$ cat src/rtl/bdm_consts.svh
// Purpose: Named offsets and field positions of the banked data memory map
// Assumes: Included by bare name from the design files
// Notes: Region boundaries are seven-bit in-bank offsets; core register offsets are four bits
`ifndef BDM_CONSTS_SVH
`define BDM_CONSTS_SVH

// In-bank region boundaries (first offset past each region)
`define BDM_CORE_END 7'h0C
`define BDM_SPECIAL_END 7'h20
`define BDM_RAM_END 7'h70
`define BDM_COMMON_MASK 7'h0F

// Core register offsets
`define BDM_OFS_PORT0 4'h0
`define BDM_OFS_PORT1 4'h1
`define BDM_OFS_PTR0_LO 4'h4
`define BDM_OFS_PTR0_HI 4'h5
`define BDM_OFS_PTR1_LO 4'h6
`define BDM_OFS_PTR1_HI 4'h7
`define BDM_OFS_BANK 4'h8
`define BDM_OFS_WORK 4'h9

// Field positions
`define BDM_PROG_BIT 15
`define BDM_BANK_MSB 4
`define BDM_LOW_BYTE_MSB 7

// Banks that hold general purpose RAM: 0 up to this value, exclusive
`define BDM_RAM_BANKS 5'h03

`define BDM_BYTE_ZERO 8'h00
`define BDM_PTR_PAD 4'h0

`endif

$ cat src/rtl/bdm_pkg.sv
// Purpose: Types shared by the banked data memory map design
// Assumes: Constants live in bdm_consts.svh
// Notes: Nothing here is imported; users write bdm_pkg::name
package bdm_pkg;

   typedef enum logic [1:0] {
      BDM_REG_CORE,
      BDM_REG_SPECIAL,
      BDM_REG_RAM,
      BDM_REG_COMMON
   } bdm_region_t;

   typedef enum logic {
      BDM_IDLE,
      BDM_PROG_WAIT
   } bdm_phase_t;

   // Access request from the instruction execution logic
   typedef struct packed {
      logic valid;
      logic write;
      logic indirect;
      logic ptr_sel;
      logic to_work;
      logic [6:0] offset;
      logic [7:0] wdata;
   } bdm_req_t;

   typedef struct packed {
      logic valid;
      logic working_register_load;
      logic [7:0] data;
   } bdm_rsp_t;

   // Special function register and general purpose RAM array port
   typedef struct packed {
      logic valid;
      logic write;
      logic [11:0] addr;
      logic [7:0] wdata;
   } bdm_mem_t;

   typedef struct packed {
      logic valid;
      logic [14:0] addr;
   } bdm_prog_t;

   typedef struct packed {
      bdm_phase_t phase;
      logic [11:0][7:0] core;
      logic [15:0][7:0] common;
      logic [14:0] prog_addr;
      logic pend_write;
      logic pend_work;
      bdm_rsp_t rsp;
   } bdm_state_t;

endpackage

$ cat src/rtl/bdm_map.sv
// Purpose: Banked data memory map with bank select and two indirect pointers
// Assumes: Memory array answers mem_rdata and mem_present in the cycle of the request
// Notes: Program memory reads take one more cycle than data accesses
//
// Summary of operation
// - Pointer high byte bit 7 set sends port reads to program memory.
// - Move indirect to work loads only the program word's low 8 bits.
// - Writes through the ports aimed at program memory change nothing.
// - Program memory reached through a pointer costs one extra cycle.
// - Data space is 32 banks of 128 byte addresses.
// - Each bank holds core registers, 20 special registers, up to 80 RAM bytes.
// - Each bank also shows 16 bytes of common RAM.
// - Direct accesses use the bank last written to the bank select register.
// - Unimplemented locations read as zero.
// - First 12 offsets of every bank are the same core registers.
// - All data reachable directly and through either pointer.
`include "bdm_consts.svh"

module bdm_map (
   input wire logic clk,
   input wire logic rst_b,
   input wire bdm_pkg::bdm_req_t req,
   output logic ready,
   output bdm_pkg::bdm_rsp_t rsp,
   output bdm_pkg::bdm_mem_t mem,
   input wire logic [7:0] mem_rdata,
   input wire logic mem_present,
   output bdm_pkg::bdm_prog_t prog,
   input wire logic [13:0] prog_rdata
);

   logic rst_meta_b;
   logic rst_sync_b;
   bdm_pkg::bdm_state_t st;
   bdm_pkg::bdm_state_t next_st;
   bdm_pkg::bdm_region_t region;
   logic [3:0] core_idx;
   logic [3:0] common_idx;
   logic [15:0] ptr;
   logic [4:0] bank_sel;
   logic [4:0] bank;
   logic take;
   logic prog_sel;
   logic ram_here;
   logic [7:0] rd_byte;

   // Reset is released synchronously so no flop leaves reset on a different edge
   always_ff @(posedge clk or negedge rst_b) begin
      if (!rst_b) begin
         rst_meta_b <= 1'b0;
         rst_sync_b <= 1'b0;
      end else begin
         rst_meta_b <= 1'b1;
         rst_sync_b <= rst_meta_b;
      end
   end

   assign bank_sel = st.core[`BDM_OFS_BANK][`BDM_BANK_MSB:0];
   assign ready = (st.phase == bdm_pkg::BDM_IDLE);
   assign take = req.valid && ready;

   always_comb begin
      if (req.indirect) begin
         if (req.ptr_sel) begin
            ptr = {st.core[`BDM_OFS_PTR1_HI], st.core[`BDM_OFS_PTR1_LO]};
         end else begin
            ptr = {st.core[`BDM_OFS_PTR0_HI], st.core[`BDM_OFS_PTR0_LO]};
         end
      end else begin
         ptr = {`BDM_PTR_PAD, bank_sel, req.offset};
      end
   end

   assign bank = ptr[11:7];
   assign prog_sel = req.indirect && ptr[`BDM_PROG_BIT];

   bdm_region_decode u_decode (
      .offset(ptr[6:0]),
      .region(region),
      .core_idx(core_idx),
      .common_idx(common_idx)
   );

   // General purpose RAM exists only in the lower banks
   assign ram_here = (region == bdm_pkg::BDM_REG_RAM) && (bank < `BDM_RAM_BANKS);

   assign mem.valid = take && !prog_sel
      && ((region == bdm_pkg::BDM_REG_SPECIAL) || ram_here);
   assign mem.write = req.write;
   assign mem.addr = ptr[11:0];
   assign mem.wdata = req.wdata;

   assign prog.valid = (st.phase == bdm_pkg::BDM_PROG_WAIT) && !st.pend_write;
   assign prog.addr = st.prog_addr;
   assign rsp = st.rsp;

   // Read data for a data memory access
   always_comb begin
      rd_byte = `BDM_BYTE_ZERO;
      case (region)
         bdm_pkg::BDM_REG_CORE: begin
            // Ports themselves hold nothing and read as zero
            if (core_idx != `BDM_OFS_PORT0 && core_idx != `BDM_OFS_PORT1) begin
               rd_byte = st.core[core_idx];
            end
         end
         bdm_pkg::BDM_REG_COMMON: begin
            rd_byte = st.common[common_idx];
         end
         default: begin
            if (mem.valid && mem_present) begin
               rd_byte = mem_rdata;
            end else begin
               rd_byte = `BDM_BYTE_ZERO;
            end
         end
      endcase
   end

   always_comb begin
      next_st = st;
      next_st.rsp.valid = 1'b0;
      next_st.rsp.working_register_load = 1'b0;
      case (st.phase)
         bdm_pkg::BDM_IDLE: begin
            if (take && prog_sel) begin
               next_st.phase = bdm_pkg::BDM_PROG_WAIT;
               next_st.prog_addr = ptr[14:0];
               next_st.pend_write = req.write;
               next_st.pend_work = req.to_work && !req.write;
            end else if (take) begin
               next_st.rsp.valid = 1'b1;
               next_st.rsp.data = req.write ? `BDM_BYTE_ZERO : rd_byte;
               if (req.write) begin
                  if (region == bdm_pkg::BDM_REG_CORE
                        && core_idx != `BDM_OFS_PORT0 && core_idx != `BDM_OFS_PORT1) begin
                     next_st.core[core_idx] = req.wdata;
                     if (core_idx == `BDM_OFS_BANK) begin
                        // Bank select keeps only its implemented bits
                        next_st.core[core_idx] = {3'h0, req.wdata[`BDM_BANK_MSB:0]};
                     end
                  end else if (region == bdm_pkg::BDM_REG_COMMON) begin
                     next_st.common[common_idx] = req.wdata;
                  end
               end else if (req.to_work) begin
                  next_st.rsp.working_register_load = 1'b1;
                  next_st.core[`BDM_OFS_WORK] = rd_byte;
               end
            end
         end
         bdm_pkg::BDM_PROG_WAIT: begin
            next_st.phase = bdm_pkg::BDM_IDLE;
            next_st.rsp.valid = 1'b1;
            // A write aimed at program memory is dropped here
            next_st.rsp.data = st.pend_write ? `BDM_BYTE_ZERO
               : prog_rdata[`BDM_LOW_BYTE_MSB:0];
            if (st.pend_work) begin
               next_st.rsp.working_register_load = 1'b1;
               next_st.core[`BDM_OFS_WORK] = prog_rdata[`BDM_LOW_BYTE_MSB:0];
            end
         end
         default: begin
            next_st.phase = bdm_pkg::BDM_IDLE;
         end
      endcase
   end

   always_ff @(posedge clk or negedge rst_sync_b) begin
      if (!rst_sync_b) begin
         st <= '0;
      end else begin
         st <= next_st;
      end
   end
endmodule

$ cat src/rtl/bdm_region_decode.sv
// Purpose: Classifies an in-bank offset into its region
// Assumes: Every bank shares one layout
// Notes: Purely combinational
`include "bdm_consts.svh"

module bdm_region_decode (
   input wire logic [6:0] offset,
   output bdm_pkg::bdm_region_t region,
   output logic [3:0] core_idx,
   output logic [3:0] common_idx
);

   always_comb begin
      core_idx = offset[3:0];
      common_idx = offset[3:0];
      if (offset < `BDM_CORE_END) begin
         region = bdm_pkg::BDM_REG_CORE;
      end else if (offset < `BDM_SPECIAL_END) begin
         region = bdm_pkg::BDM_REG_SPECIAL;
      end else if (offset < `BDM_RAM_END) begin
         region = bdm_pkg::BDM_REG_RAM;
      end else begin
         region = bdm_pkg::BDM_REG_COMMON;
      end
   end

endmodule

$ cat config.mk
export PLATFORM = sky130hd
export DESIGN_NAME = bdm_map
export DESIGN_NICKNAME = d
export VERILOG_FILES = /design/src/rtl/bdm_pkg.sv /design/src/rtl/bdm_map.sv /design/src/rtl/bdm_region_decode.sv
export VERILOG_INCLUDE_DIRS = /design/src /design/src/rtl
export SDC_FILE = /design/constraint.sdc
export NUM_CORES = 1
export LEC_CHECK = 0
export BUFFER_PORTS_ARGS = -buffer_cell sky130_fd_sc_hd__buf_2
export CORE_ASPECT_RATIO = 1.5
export CORE_MARGIN = 2
export CORE_UTILIZATION = 40
export CTS_CLUSTER_DIAMETER = 50
export DETAILED_ROUTE_END_ITERATION = 12
export PLACE_DENSITY = 0.62
export SYNTH_ARGS = -nofsm -noshare
export SYNTH_HDL_FRONTEND = slang
export SYNTH_SLANG_ARGS = --single-unit
$ cat constraint.sdc
create_clock -name clk -period 11.5 [get_ports clk]
set_input_delay 1.15 -clock clk [delete_from_list [all_inputs] [get_ports clk]]
set_output_delay 1.15 -clock clk [all_outputs]
set_load 0.02 [all_outputs]
* After elaboration in Yosys (flattened, before gate mapping) *
Index checks and enable logic that the tools add are counted.

storage, ports and cells
  register bits after elaboration = 254
  bits in latches = 0
  RAM bits = 0
  ROM bits = 0
  output and inout bits = 49
  logic and storage cells = 118
  memories kept = 0

cells by class
  add/subtract/negate cells = 0
  $mul = 0
  div/mod/pow operators = 0
  $lt $le $gt $ge = 6
  equality and inequality tests = 10
  shifts and indexed selects = 0
  mux-type cells = 38
  bitwise operators = 3
  reduce and logical (&&, ||, !) cells = 24

operators with widths
  cell                number
  $mux 208            2
  $mux 128            2
  $mux 200            1
  $bwmux 96           2
  $bwmux 128          1
  $mux 96             1
  $mux 8              10
  $mux 80             1
  $bmux 8 s4          2
  $demux 8 s4         1
  $mux 16             2
  $pmux 8 s2          2
  $mux 10             2
  $pmux 10 s2         1
  $logic_and 1x1->1   13
  $reduce_and 5->1    2
  $lt 7x4->1 const B  1
  $lt 7x6->1 const B  1
  $lt 7x7->1 const B  1
  $reduce_and 6->1    1
  $lt 4x5->1 const B  1
  $lt 5x2->1 const B  1
  $mux 1              5
  $eq 2x2->1 const B  2
  16 further kinds    23

* Logic depth before layout (Yosys ltp) *
Gate-level depths: netlist of run 1.

  depth in word-level cells = 18
  depth in mapped cells = 13
  mapped depth without buffers = 8

* Cells and area by module *
Synthesis of run 1 repeated with hierarchy kept, for this count alone.

unflattened totals
  cells, all modules = 1041
  area total of the unflattened synthesis = 12881.1 um^2

by module, submodules not included
  module             instances  cells each  area each (um^2)  sequential area each (um^2)
  bdm_map            1          1029        12797.3           6331.1
  bdm_region_decode  1          12          83.8              0.0

* Least setup slack after synthesis of run 1 *
OpenSTA, ideal clock, no wires.

  path type = in2out
  start point = input port req[16] (netlist bit)
  end point = output port mem[21] (netlist bit)
  data arrival time = 2948 ps
  data required time = 10350 ps
  path slack = 7402 ps
  cell stages on the path = 7
  path buffers = 2
  cell sequence = buf_6 -> buf_2 -> mux2i_1 -> a21oi_1 -> a2111o_1 -> a211o_1 -> a21oi_1

RTL lines
  element             RTL line       RTL
  start: declaration  bdm_map.sv:22  input wire bdm_pkg::bdm_req_t req,
  end: declaration    bdm_map.sv:25  output bdm_pkg::bdm_mem_t mem,

==> flow_summary.toml, run 1 <==
[floorplan]
die_area_um2 = 33510
ios = 94
die_width_um = 150.1
rows = 80
initial_core_util_pct = 40.38
die_h_um = 223.2
core_area_um2 = 31730

[cts]
cts_resized = 0
insertion_delay_ns = 0.54
ctsHoldBuffers = 0
h-tree-depth = 1
cts_sinks = 254
path_clk_slew_ns = 0.06
root_buffer = "clkbuf_16"
clockBufferDepth = 3
cts_buffers = 27
post_cts_buffers = 0
cts_tree = "done"

[routing]
drt_first_pass_iters = 4
drt_iter0_drc = 505
ant_nets = 0
drcViolationCount = 0
wl_per_cell_um = 23.94
drt-vias-per-instance = 5.808
vias = 8700
routed_wl_um = 35870

[setup_path]
r2r-end = "rsp[0]"
path_cells = "buf_2, mux2i_1, a21o_2, inv_2, a2111oi_4, a211o_1, a21oi_1, buf_2"
cp-start-kind = "primary input"
cpMostUsedCell = "buf_2"
cp.required_ns = 10.35
crit_family = "compound AO/OA/AOI/OAI gates"
endpoint_kind = "output port"
cpPeakStageDelay_ns = 0.85
setup.worst_path.class = "primary input to output port"
ff2ff_path_depth = 9
cp_slowest_cell = "a2111oi_4"
cp.buffers_inverters = 3
crit_arrival_ns = 3.96
critical_path.max_fanout = 17
r2r_slack_ns = 7.61

[sta]
fin_tns_setup_ns = 0
drv_slew = 0
finalClockSkew_ns = 0.01477
rsz0062_at_grt = "no"
final-setup-viol-count = 0
worstMarginPinSlew_ns = 1.169
period_needed_ns = 5.107
final_hold_viol_count = 0
fmax_mhz = 195.8
fin_crit_sh_pct = 44.41
relSlewSlack_pct = 21.85

[logic_synthesis]
synthCells = 1067
synth.net_count = 1112
yosys.area_share.simple_pct = 7.168
syn_area_um2 = 12810
syn_avg_cell_area_um2 = 12.01
yosys_register_bits = 254
ys.flop_type = "dfrtp_1"
ys_seq_area_share_pct = 49.61
synth-edff-count = 0
yosysUniqueCellTypes = 64
synthMuxAreaShare_pct = 26.19
yosys_warnings = 0
synth_compound_area_share_pct = 10.64
synthArstFlopShare_pct = 100.0
synthAdderAreaFrac_pct = 0
synthXorXnorAreaFrac_pct = 0
synth_top_family_by_area = "multiplexers"

[global_route]
top_usage_layer = "met2"
antenna_found_initial = 0
track_usage_pct = 21.59
grtUsageMet2_pct = 37.40
grtUsageMet1_pct = 25.50
overflow = 0
gr-usage-met3_pct = 2.352
grt_pass1_vias = 9012
grt_pass1_wl_um = 54740
grt_max_degree = 77

[hold_path]
hp-class = "flop to flop"
min_delay_path_depth = 0
hold_end = "rst_sync_b"
min-delay-start = "rst_meta_b"

[placed_design]
gp_congestion = 0.8496
dp_hpwl_um = 24170
postPlaceCellArea_um2 = 13160
port_buffers = 87

[power]
vdd.ir_drop.worst_uv = 90.59
power.switching_mw = 0.5633
sequentialPowerShare_pct = 46.3
p_clk_share_pct = 41.4
powerDensity_nw_per_um2 = 149.7
p_int_mw = 1.537
p_sw_share_pct = 26.82
p_leak_nw = 6.728
combPwrFrac_pct = 12.2

[outcome]
status = "complete, no violations"

[cells_and_area]
n_fill_cell = 2946
final_cell_mix = "dfrtp_1, mux2_2, nand2_1"
fin_area_um2 = 14030
antenna_cells = 0
areaGrowthSynthToFinish_pct = 9.512
utilization_pct = 44.22
drive_gt1_share_pct = 34.19
nets = 1116
final_common_cell = "dfrtp_1"

[run]
maxCapViolCount = 0
==> routing by layer <==
metal  wire [um]  vias up  part of all wire, %
met3        1473       92                  4.1
met2       18230      258                   51
met1       13870     4493                   39
li1            -     3857                    -
met5           0        -                    0
met4        2291        0                  6.4
==> worst max path at each step <==
| stage | from | to | slack [ns] | cells past startpoint |
|---|---|---|---|---|
| CTS | req[16] | mem[21] | 6.42 | 8 |
| global route | req[16] | mem[21] | 6.20 | 8 |
| floorplan | rst_sync_b | async pin | 3.90 | 0 |
| finish | req[16] | mem[21] | 6.39 | 8 |
| detailed placement | req[17] | rsp[7] | 6.23 | 11 |
| global placement | req[17] | rsp[7] | 6.23 | 11 |
==> synth_stat cells (all sizes together) (3+ instances only) <==
library cell,count,area (um^2)
a2111oi,18,195.2
a211o,3,26.28
a211oi,56,425.4
a21o,5,40.04
a21oi,15,90.08
a221o,7,70.07
a22oi,5,37.54
a31o,6,52.55
a31oi,9,56.30
a32oi,12,105.1
and2,4,25.02
and3,6,37.54
buf,73,508.0
clkbuf,49,183.9
dfrtp,254,6356
inv,31,118.9
mux2,214,2410
mux2i,73,743.2
mux4,9,202.7
nand2,99,409.1
nand3,17,105.1
nand4,8,50.05
nor2,36,152.6
nor2b,5,31.28
nor3,4,47.54
nor4,5,31.28
o21ai,20,100.1
==> power groups by stage <==
stage,Combinational [mW],Clock [mW],Sequential [mW]
floorplan,0.185,0,0.988
global placement,0.255,0,0.986
detailed placement,0.258,0,0.989
CTS,0.259,0.882,0.973
global route,0.277,0.920,0.979
finish,0.257,0.870,0.973
==> logic make-up after synthesis <==
logic type      after synthesis
buf+inv                     154
simple gates                188
flops                       254
mux                         296
other cells                   1
compound gates              174
==> per-stage QoR <==
stage,worst slack [ns],instances,hold WS (ns),total power [mW]
final,6.393,1498,0.3442,2.100
after detailed placement,6.228,1452,0.3378,1.247
after floorplan,3.897,1067,0.3312,1.173
after global placement,6.233,1452,0.3346,1.242
after global routing,6.204,1498,0.3479,2.176
after CTS,6.416,1498,0.3472,2.113
==> cell type report <==
| type | instances | area (um^2) | share of cell area (%) |
|---|---|---|---|
| Sequential cell | 254 | 6360 | 45.33 |
| Multi-Input combinational cell | 659 | 5649 | 40.26 |
| Clock buffer | 36 | 759.5 | 5.413 |
| Tap cell | 410 | 513.0 | 3.656 |
| Timing Repair Buffer | 97 | 510.5 | 3.638 |
| Inverter | 32 | 122.6 | 0.8739 |
| Clock inverter | 10 | 116.4 | 0.8293 |
Power figures use the tool's default switching activity.
==> inputs of run 2 (changes only) <==
==> constraint.sdc (replaced) <==
create_clock -name clk -period 5.3 [get_ports clk]
set_input_delay 0.53 -clock clk [delete_from_list [all_inputs] [get_ports clk]]
set_output_delay 0.53 -clock clk [all_outputs]
set_load 0.02 [all_outputs]
==> run 2 against run 1 <==
Net effect: sequential power up 120%; first-iteration DRC count grew 4.4%; utilization is 0.16 points lower; total power up 110%; register-to-register slack lost 6.0 ns; critical path depth up 1; cell count up 0.20%; worst hold slack got worse by 0.12 ns; worst setup slack got worse by 4.7 ns; cell area decreased by 0.36%; combinational power rose by 120%; critical path type is now flop to flop; critical endpoint is now rsp[4].
==> flow_summary.toml, run 2 (synthesis results as in run 1) <==
[setup_path]
ff2ff_path_depth = 9
cp.required_ns = 5.73
critical_path.max_fanout = 51
crit_arrival_ns = 4.08
endpoint_kind = "flop"
cp-start-kind = "flop"
setup.worst_path.class = "flop to flop"

[sta]
drv_slew = 0
rsz0062_at_grt = "no"
fmax_mhz = 273.6
fin_crit_sh_pct = 68.96
final_hold_viol_count = 0
period_needed_ns = 3.655
relSlewSlack_pct = 31.32
finalClockSkew_ns = 0.02679
fin_tns_setup_ns = 0
final-setup-viol-count = 0
worstMarginPinSlew_ns = 1.030

[cts]
root_buffer = "clkbuf_16"
cts_tree = "done"
cts_sinks = 254
insertion_delay_ns = 0.54
clockBufferDepth = 3
path_clk_slew_ns = 0.06
cts_resized = 0
cts_buffers = 24
h-tree-depth = 1

[cells_and_area]
final_cell_mix = "dfrtp_1, mux2_2, nand2_1"
ff_latch_area_um2 = 6360
n_fill_cell = 2933
nets = 1120
multi_input_comb_area_um2 = 5644
areaGrowthSynthToFinish_pct = 9.121
utilization_pct = 44.06
drive_gt1_share_pct = 34.01
antenna_cells = 0
final_common_cell = "dfrtp_1"

[global_route]
grt_max_degree = 175
overflow = 0
track_usage_pct = 21.91
grt_pass1_vias = 8783
grt_pass1_wl_um = 55130
antenna_found_initial = 0

[floorplan]
ios = 94
core_area_um2 = 31730
die_width_um = 150.1
initial_core_util_pct = 40.38
rows = 80
die_area_um2 = 33510
die_h_um = 223.2

[run]
maxCapViolCount = 0

[routing]
vias = 8679
drt_first_pass_iters = 5
routed_wl_um = 36110
wl_per_cell_um = 24.06
drcViolationCount = 0
drt-vias-per-instance = 5.782
ant_nets = 0
drt_iter0_drc = 527

[placed_design]
gp_congestion = 0.8257
port_buffers = 87
dp_hpwl_um = 24080

[power]
p_leak_nw = 6.717
vdd.ir_drop.worst_uv = 189.1
powerDensity_nw_per_um2 = 312.5

[outcome]
status = "complete, no violations"

[hold_path]
hp-class = "flop to async pin"
-- run 2: cell type report --
cell class | instances | area share, %
Clock buffer | 39 | 5.352
Clock inverter | 3 | 0.1074
Tap cell | 410 | 3.669
Timing Repair Buffer | 104 | 4.135
Sequential cell | 254 | 45.49
Multi-Input combinational cell | 659 | 40.37
Inverter | 32 | 0.8770
-- run 2: worst paths after layout --
| check | start | endpoint | slack [ns] |
|---|---|---|---|
| worst min-delay path | rst_sync_b | async pin | 0.23 |
| max in group asynchronous | rst_sync_b | async pin | 3.75 |
| worst max-delay path | flop | rsp[4] | 1.65 |
| min in group clk | prog_rdata[4] | rsp[4] | 0.24 |
| worst max register to register | flop | rsp[4] | 1.65 |
| worst min register to register | rst_sync_b | async pin | 0.23 |
-- run 2: per-layer routing --
metal  track usage (%)  part of all wire (%)  vias up
li1                  -                     -     3856
met1             26.44                    39     4450
met2             37.63                    51      275
met3             2.393                   4.5       98
met4             12.51                   6.2        0
met5                 0                     0        -
-- run 2: report_power, final --
group          switching [mW]  internal (mW)
Combinational           0.372          0.197
Sequential             0.0637           2.04
Clock                   0.737          0.959
Total                    1.17           3.20
-- run 2: repair_timing --
action	in CTS	in global routing
hold buffers	1	0
buffers inserted	0	0
endpoints found under the hold margin	2	0
-- run 2: metrics by stage --
stage / setup WS [ns] / total power [mW] / hold slack (ns) / area (um^2) / std cells
2_1_floorplan: 1.132 / 2.544 / 0.2344 / 12810 / 1067
3_3_place_gp: 1.326 / 2.694 / 0.2280 / 13210 / 1458
3_5_place_dp: 1.347 / 2.708 / 0.2277 / 13210 / 1458
4_1_cts: 1.748 / 4.402 / 0.2264 / 13980 / 1501
5_1_grt: 1.554 / 4.542 / 0.2354 / 13980 / 1501
6_report: 1.645 / 4.369 / 0.2290 / 13980 / 1501
-- run 2: critical path, stage by stage (launching register included) --
cell and delay (ns):
dfrtp_1 0.45, mux2i_4 0.10, a21o_1 0.22, inv_4 0.62, buf_4 0.44, mux2i_1 0.26, a2111oi_0 0.12, nor4_1 0.78
a31oi_1 0.20, a221o_1 0.29
